===== src/pwr_pkg.sv =====
// Package of constants and carrier types for the power-mode controller
// Operation
// - Bit 10 of 1Fh enables power saving
// - Power saving needs autoneg on, no link
// - Power saving keeps only transmitter, detector, PLL
// - Power saving enable resets to disabled
// - Bit 11 of 18h low enables sleep
// - Bit 4 of 10h stops PLL in sleep
// - Sleep keeps sending periodic link pulses
// - Sleep enable resets to disabled
// - Bit 11 of 0h powers down, management stays
// - Clearing bit 11 of 0h leaves power-down
// - Bit 5 of 11h selects slow oscillator
// - Slow oscillator plus power-down is lowest
`default_nettype none
package pwr_pkg;
   // ==========================================================
   // Register numbers and field positions
   localparam logic [4:0] REG_BASIC_CTRL = 5'h00;
   localparam logic [4:0] REG_OP_MODE = 5'h10;
   localparam logic [4:0] REG_OSC_CTRL = 5'h11;
   localparam logic [4:0] REG_SLEEP_CTRL = 5'h18;
   localparam logic [4:0] REG_PHY_CTRL2 = 5'h1F;
   localparam int BIT_SOFT_RESET = 15;
   localparam int BIT_POWER_DOWN = 11;
   localparam int BIT_PLL_AUTO_OFF = 4;
   localparam int BIT_SLOW_OSC = 5;
   localparam int BIT_SLEEP_DISABLE_N = 11;
   localparam int BIT_POWER_SAVE = 10;
   // ==========================================================
   // Reset values
   localparam logic RST_POWER_DOWN = 1'h0;
   localparam logic RST_PLL_AUTO_OFF = 1'h0;
   localparam logic RST_SLOW_OSC = 1'h0;
   localparam logic RST_SLEEP_DISABLE_N = 1'h1;
   localparam logic RST_POWER_SAVE = 1'h0;
   // ==========================================================
   // Timing: link pulse period in sleep and software reset length
   localparam int CLK_MHZ = 25;
   localparam int PULSE_PERIOD_MS = 16;
   localparam int PULSE_PERIOD_CYCLES = PULSE_PERIOD_MS * 1000 * CLK_MHZ;
   localparam int SOFT_RESET_CYCLES = 16;
   // ==========================================================
   // Register write from the management frame decoder
   typedef struct packed {
      logic valid;
      logic [4:0] addr;
      logic [15:0] data;
   } reg_write_t;
   // Enables for the transceiver blocks
   typedef struct packed {
      logic transmitter;
      logic energy_detect;
      logic pll;
      logic receiver;
      logic digital_core;
      logic slow_osc_sel;
   } block_enable_t;
   typedef enum logic [2:0] {
      ST_NORMAL,
      ST_POWER_SAVE,
      ST_SLEEP,
      ST_POWER_DOWN,
      ST_SOFT_RESET
   } power_state_t;
endpackage
`default_nettype wire


===== src/pulse_timer.sv =====
// Periodic one-cycle pulse generator for link pulses during sleep
`default_nettype none
module pulse_timer #(
   parameter int PERIOD = pwr_pkg::PULSE_PERIOD_CYCLES
) (
   // Clock and reset
   input wire logic core_clk,
   input wire logic resetn,
   // Control
   input wire logic run,
   output logic tick
);
   logic [31:0] count;
   // Counter restarts whenever the timer is stopped
   always_ff @(posedge core_clk)
   begin
      if (!resetn || !run || tick)
         count <= 32'h0;
      else
         count <= count + 32'h1;
   end
   assign tick = run && (count == 32'(PERIOD - 1));
endmodule
`default_nettype wire


===== src/phy_power_mode_control.sv =====
// Power-mode controller: management bits, mode state and block enables
`default_nettype none
module phy_power_mode_control #(
   parameter int PULSE_PERIOD = pwr_pkg::PULSE_PERIOD_CYCLES,
   parameter int RESET_LEN = pwr_pkg::SOFT_RESET_CYCLES
) (
   // Clock and reset: the management clock domain, alive in every mode
   input wire logic core_clk,
   input wire logic resetn,
   // Register writes from the management frame decoder
   input wire pwr_pkg::reg_write_t reg_write,
   // Line status from the same domain
   input wire logic autoneg_enable,
   input wire logic link_up,
   // Bit readback
   output logic power_down,
   output logic pll_auto_off,
   output logic slow_osc,
   output logic sleep_disable_n,
   output logic power_save,
   // Block enables and status
   output pwr_pkg::block_enable_t block_enable,
   output logic link_pulse,
   output logic soft_reset,
   output pwr_pkg::power_state_t power_state
);
   pwr_pkg::power_state_t state;
   pwr_pkg::power_state_t next_state;
   logic [15:0] reset_count;
   logic hit_basic;
   logic hit_op;
   logic hit_osc;
   logic hit_sleep;
   logic hit_ctrl2;
   logic reset_req;
   logic idle_line;
   logic save_active;
   logic sleep_active;
   logic reset_done;

   // ==========================================================
   // Address decode; all register logic runs on core_clk, the management
   // clock, so writes land even while the PLL is stopped
   assign hit_basic = reg_write.valid && (reg_write.addr == pwr_pkg::REG_BASIC_CTRL);
   assign hit_op = reg_write.valid && (reg_write.addr == pwr_pkg::REG_OP_MODE);
   assign hit_osc = reg_write.valid && (reg_write.addr == pwr_pkg::REG_OSC_CTRL);
   assign hit_sleep = reg_write.valid && (reg_write.addr == pwr_pkg::REG_SLEEP_CTRL);
   assign hit_ctrl2 = reg_write.valid && (reg_write.addr == pwr_pkg::REG_PHY_CTRL2);
   assign reset_req = hit_basic && reg_write.data[pwr_pkg::BIT_SOFT_RESET];

   // ==========================================================
   // Control bits; power-save and sleep come up disabled
   always_ff @(posedge core_clk)
   begin
      if (!resetn || state == pwr_pkg::ST_SOFT_RESET)
      begin
         power_down <= pwr_pkg::RST_POWER_DOWN;
         pll_auto_off <= pwr_pkg::RST_PLL_AUTO_OFF;
         slow_osc <= pwr_pkg::RST_SLOW_OSC;
         sleep_disable_n <= pwr_pkg::RST_SLEEP_DISABLE_N;
         power_save <= pwr_pkg::RST_POWER_SAVE;
      end
      else
      begin
         if (hit_basic)
            power_down <= reg_write.data[pwr_pkg::BIT_POWER_DOWN];
         if (hit_op)
            pll_auto_off <= reg_write.data[pwr_pkg::BIT_PLL_AUTO_OFF];
         if (hit_osc)
            slow_osc <= reg_write.data[pwr_pkg::BIT_SLOW_OSC];
         if (hit_sleep)
            sleep_disable_n <= reg_write.data[pwr_pkg::BIT_SLEEP_DISABLE_N];
         if (hit_ctrl2)
            power_save <= reg_write.data[pwr_pkg::BIT_POWER_SAVE];
      end
   end

   // ==========================================================
   // Mode qualification: low-power line modes only when unplugged
   assign idle_line = autoneg_enable && !link_up;
   assign save_active = power_save && idle_line;
   assign sleep_active = !sleep_disable_n && idle_line;
   assign reset_done = (reset_count == 16'(RESET_LEN - 1));

   // Power-down wins over line modes; reset wins over everything.
   // The documented exit order is left to software: soft reset only
   // clears the bits, it does not check the order was kept
   always_comb
   begin
      next_state = state;
      case (state)
         pwr_pkg::ST_SOFT_RESET:
            next_state = reset_done ? pwr_pkg::ST_NORMAL : pwr_pkg::ST_SOFT_RESET;
         default:
         begin
            if (reset_req)
               next_state = pwr_pkg::ST_SOFT_RESET;
            else if (power_down)
               next_state = pwr_pkg::ST_POWER_DOWN;
            else if (sleep_active)
               next_state = pwr_pkg::ST_SLEEP;
            else if (save_active)
               next_state = pwr_pkg::ST_POWER_SAVE;
            else
               next_state = pwr_pkg::ST_NORMAL;
         end
      endcase
   end

   // State register and soft reset length counter
   always_ff @(posedge core_clk)
   begin
      if (!resetn)
      begin
         state <= pwr_pkg::ST_NORMAL;
         reset_count <= 16'h0;
      end
      else
      begin
         state <= next_state;
         reset_count <= (state == pwr_pkg::ST_SOFT_RESET) ? reset_count + 16'h1 : 16'h0;
      end
   end

   // ==========================================================
   // Block enables per mode
   always_comb
   begin
      block_enable = '1;
      block_enable.slow_osc_sel = slow_osc;
      case (state)
         pwr_pkg::ST_POWER_SAVE:
         begin
            block_enable.receiver = 1'b0;
            block_enable.digital_core = 1'b0;
         end
         pwr_pkg::ST_SLEEP:
         begin
            block_enable.receiver = 1'b0;
            block_enable.digital_core = 1'b0;
            block_enable.pll = !pll_auto_off;
         end
         pwr_pkg::ST_POWER_DOWN:
         begin
            // Everything off but management; with slow oscillator lowest
            block_enable.transmitter = 1'b0;
            block_enable.energy_detect = 1'b0;
            block_enable.pll = 1'b0;
            block_enable.receiver = 1'b0;
            block_enable.digital_core = 1'b0;
         end
         default:
            block_enable.slow_osc_sel = slow_osc;
      endcase
   end

   // Sleep keeps a periodic link pulse so two sleeping ends can wake
   pulse_timer #(
      .PERIOD(PULSE_PERIOD)
   ) u_pulse_timer (
      .core_clk(core_clk),
      .resetn(resetn),
      .run(state == pwr_pkg::ST_SLEEP),
      .tick(link_pulse)
   );

   assign soft_reset = (state == pwr_pkg::ST_SOFT_RESET);
   assign power_state = state;
endmodule
`default_nettype wire


===== config.mk =====
export PLATFORM = sky130hd
export DESIGN_NAME = phy_power_mode_control
export DESIGN_NICKNAME = d
export VERILOG_FILES = /design/src/pwr_pkg.sv /design/src/pulse_timer.sv /design/src/phy_power_mode_control.sv
export SDC_FILE = /design/constraint.sdc
export NUM_CORES = 1
export LEC_CHECK = 0
export BUFFER_PORTS_ARGS = -buffer_cell sky130_fd_sc_hd__buf_2
export CORE_AREA = 2 2 94 73
export CTS_CLUSTER_DIAMETER = 150
export DETAILED_ROUTE_END_ITERATION = 10
export DIE_AREA = 0 0 96 75
export GPL_TIMING_DRIVEN = 0
export SYNTH_ARGS = -nofsm -noshare
export SYNTH_HDL_FRONTEND = slang
export SYNTH_SLANG_ARGS = --single-unit

===== constraint.sdc =====
create_clock -name core_clk -period 2.5 [get_ports core_clk]
set_clock_uncertainty 0.1 [all_clocks]
set_input_delay 0.375 -clock core_clk [delete_from_list [all_inputs] [get_ports core_clk]]
set_output_delay 0.375 -clock core_clk [all_outputs]
set_load 0.01 [all_outputs]

## Yosys cells after proc, flatten, opt, wreduce, memory -nomap -nowiden

Index checks and enable logic that the tools add are counted.

| storage, ports and cells | value |
|---|---|
| output and inout port bits | 16 |
| register bits after elaboration | 56 |
| bits of input ports | 26 |

| cells by class | value |
|---|---|
| reduce and logical (&&, ||, !) cells | 21 |
| add/subtract/negate cells | 2 |
| equality and inequality tests | 10 |
| muxes and demuxes | 9 |

Operators with widths:

| operator | count |
|---|---|
| 32-bit by 1-bit adder with 32-bit output (second input constant) | 1 |
| 32-bit by 19-bit == test with 1-bit output (second input constant) | 1 |
| 5-bit == test (second input constant) | 4 |
| 16-bit by 1-bit adder with 16-bit output (second input constant) | 1 |
| 16-bit by 4-bit == test with 1-bit output (second input constant) | 1 |
| 1-bit logical AND | 10 |
| 3-bit two-way mux | 3 |
| 2-bit two-way mux | 4 |
| 3-bit by 2-bit == test with 1-bit output (second input constant) | 2 |
| 1-bit zero test | 5 |
| 5-bit zero test | 1 |
| 3-bit by 1-bit == test with 1-bit output (second input constant) | 1 |
| 3-bit == test (second input constant) | 1 |
| 1-bit logical OR | 3 |
| 3-bit OR reduction | 1 |
| 1-bit case mux with 2 select lines | 1 |
| 2-bit AND reduction | 1 |
| 1-bit two-way mux | 1 |

## Logic depth before layout (Yosys ltp)

| depth | value |
|---|---|
| word-level depth | 8 |
| depth in mapped cells | 7 |
| depth with buffers taken out | 6 |

## Cells and area by module

Synthesis repeated with hierarchy kept, for this count alone.

| second synthesis, totals | value |
|---|---|
| cell total of the unflattened synthesis | 321 |
| area, all modules | 2,850.2 sq um |

By module, submodules not included:

| module | seq. area each (sq um) | area an instance (sq um) | cells an instance | times used |
|---|---|---|---|---|
| pulse_timer | 640.6 | 1,715.4 | 192 | 1 |
| phy_power_mode_control | 480.5 | 1,134.8 | 129 | 1 |

## Least setup slack after synthesis

No wires, ideal clock.

| timing | value |
|---|---|
| path type | register to register |
| from | register u_pulse_timer.count[7] |
| to | register u_pulse_timer.count[31] |
| stages on the path, launching flop included | 7 |
| data arrival time | 1,807 ps |
| path slack | 523 ps |
| cells stage by stage | dfxtp_1 -> and4_1 -> buf_6 -> nand4_2 -> or3_4 -> or4_1 -> a21oi_1 |

| between the ends | value |
|---|---|
| word-level cells in the longest chain between the ends | 3 |
| elaborated cells on any way between the ends | 4 |
| those cells by class | 1 x add/sub; 1 x eq/ne; 2 x reduce/logical |

RTL lines:

| element | RTL line | source |
|---|---|---|
| start, declared | pulse_timer.sv:13 | `logic [31:0] count;` |
| start signal, assigned | pulse_timer.sv:20 | `count <= count + 32'h1;` |
| branches (longest 3 deep; another with 32-bit by 1-bit adder with 32-bit output) | n/a |  |

Several ways; the timed one is not identified.
A chain may end at the register's enable or synchronous reset.

## Final worst setup path

| timing | value |
|---|---|
| from | register u_pulse_timer.count[24] |
| to | output port link_pulse |

| between the ends | value |
|---|---|
| word-level cells in the longest chain between the ends | 2 |

RTL lines:

| element | RTL line | source |
|---|---|---|
| 32-bit by 19-bit == test with 1-bit output | pulse_timer.sv:22 | `assign tick = run && (count == 32'(PERIOD - 1));` |
| 1-bit logical AND | pulse_timer.sv:22 |  |
| end, declared | phy_power_mode_control.sv:23 | `output logic link_pulse,` |

No other way between the ends.

==> flow_summary.ini <==
[outcome]
status = completed

[synthesis]
synth-edff-count = 0
synth_seq_area_share = 0.4373
synth.top_cell.area_share = 0.4373
yosys_warnings = 0
syn-instance-count = 305
synth_nets = 333
synthArstFlopShare = 0
yosysTopAreaCell = dfxtp_1
yosys-top-cells-area = dfxtp_1 (44%), nor2_1 (7.2%), xnor2_1 (6.1%)
ys_ff_latch = 56
synth_area_um2 = 2564
ys_types = 37
syn_area_per_cell_um2 = 8.406
ys.flop_type = dfxtp_1
synth_common_cells = dfxtp_1 (56), nor2_1 (49), nand2_1 (27)
yosys.cell_count.top_type = dfxtp_1

[drt]
drc_errors = 0
wl_um = 5526
drtAntennaViolNets = 0
drt_iter0_drc = 93
drt-pass1-iter-count = 4
dr_total_vias = 2220
vias_per_cell = 5.236
avgRoutedWirePerCell_um = 13.03

[place]
gp_congestion = 0.8171
dp_hpwl_um = 4090
place_area_um2 = 2815
pre_cts_ws_ns = 0.1582
numPortBuffers = 30

[sta]
setup_tns_ns = 0
period_share = 0.9079
rsz0062_at_grt = false
max_freq_mhz = 440.6
period_minus_slack_ns = 2.270
max_slew_margin = 0.6142
setup_viol = 0
drv_slew = 0
hold_violations = 0
worst_slack_ns = 0.2301
worst_pin_slew_ns = 0.5734

[cts]
post_cts_resize_count = 0
cts_root_buffer = clkbuf_8
cts_hold_repair.buffers = 0
clkLatencyLatePin_ns = 0.32
clock_path_buffers = 2
clock-sinks = 56
htree_levels = 2
cts_made_buffers = 5
cts_setup_buffers = 0
clk_pin_slew_ns = 0.10
cts_tree = built

[floorplan]
ios = 42
die_area_um2 = 7200
coreArea_um2 = 6225
die_x_um = 96
die_h_um = 75
start_util = 0.4119
num_rows = 25

[global_route]
gr-total-overflow = 0
grt_start_max_net_pins = 17
antenna_found_initial = 0
grt_pass1_vias = 2066
grt_use_total = 0.1671
grt_pass1_wl_um = 9432

[critical_path]
crit_type = flip-flop to output port
cp.required_ns = 2.03
path_max_fanout = 7
crit_path_end_kind = output port
start_kind = flip-flop
critical_path_arrival_ns = 1.79

[final_layout]
area_delta_synth_final_pct = 13.52
final_nets = 370
diodes = 0
fin_area_um2 = 2910
drive_above_1_share = 0.1312

[pwr]
power_density_nw_per_um2 = 496.3
cellLeakagePower_uw = 0.0009592
irDropWorstVdd_uv = 192.0

[worst_hold_path]
min_path_type = input port to flip-flop

[run]
drv_cap = 0
-- power by group --
group	leakage (µW)	switching, µW	total [µW]	internal [µW]
Clock	0.0000445	296	522	226
Sequential	0.000451	0.998	893	892
Combinational	0.000464	16.0	29.3	13.3
-- per-layer routing --
metal | GRT usage | up-vias | part of all wire
met2 | 0.2361 | 42 | 0.40
met3 | 0.05205 | 6 | 0.068
met4 | 0.04444 | 0 | 0.011
met1 | 0.2460 | 1023 | 0.52
met5 | 0 | - | 0
li1 | - | 1149 | -
-- kinds of logic (layout without fill, tap and decap cells) --
| family | after synthesis | in the layout | share of synthesized area |
|---|---|---|---|
| AO/OA/AOI/OAI | 35 | 35 | 0.07857 |
| XOR/XNOR | 33 | 33 | 0.1127 |
| adder cells (fa/ha/maj) | 2 | 2 | 0.009759 |
| buffers and inverters | 15 | 53 | 0.02977 |
| flip-flops | 56 | 56 | 0.4373 |
| multiplexers | 3 | 3 | 0.01171 |
| AND/OR/NAND/NOR | 161 | 161 | 0.3202 |
-- per-stage QoR --
stage	utilization	cells	hold slack, ns	total power, µW
2_1_floorplan	-	305	0.3295	924.5
3_3_place_gp	0.4523	416	0.3436	943.7
3_5_place_dp	0.4523	416	0.3587	943.7
4_1_cts	0.4673	424	0.1805	1464
5_1_grt	0.4675	424	0.1951	1492
6_report	0.4675	424	0.1898	1444
-- area by class of cell --
cell class	instances	area [µm²]
clock buffers	7	86.33
repair buffers	30	150.1
fillers	624	3314
flip-flops and latches	56	1121
well taps	81	101.3
plain buffers	11	62.56
inverters	4	15.01
clock inverters	1	7.507
multi-input cells	234	1366
-- path summary, 6_finish.rpt --
kind,to,start,cells after the start,slack [ns]
worst max-delay path,link_pulse,u_pulse_timer.count[24]$_SDFF_PP0_,6,0.23
worst min-delay path,power_save$_SDFFE_PP0P_,reg_write[10],3,0.19
worst max register to register,u_pulse_timer.count[26]$_SDFF_PP0_,u_pulse_timer.count[24]$_SDFF_PP0_,7,0.23
worst min register to register,reset_count[0]$_SDFF_PN0_,reset_count[0]$_SDFF_PN0_,1,0.37
-- critical path, stage by stage (launching register included) --
cell      delay [ns]
dfxtp_1         0.31
clkbuf_1        0.17
nor4_1          0.18
and4_1          0.26
nand4_1         0.24
nor2_1          0.17
buf_2           0.15
-- cells in the final DEF (no fill, tap or decap), types with 10 or more instances in the layout --
| cell | count |
|---|---|
| nor3_1 | 10 |
| a21oi_1 | 15 |
| nand2_1 | 27 |
| dfxtp_1 | 56 |
| xor2_1 | 15 |
| nand4_1 | 12 |
| nor2_1 | 49 |
| xnor2_1 | 18 |
| buf_2 | 30 |
| nor4_1 | 13 |
| nand3_1 | 18 |
-- flip-flops by register name (all words and copies together) (netlist names) --
signal and count:
pll_auto_off 1, power_down 1, power_save 1, power_state 3, reset_count 16, sleep_disable_n 1, slow_osc 1, u_pulse_timer.count 32
(Power assumes the default switching activity.)
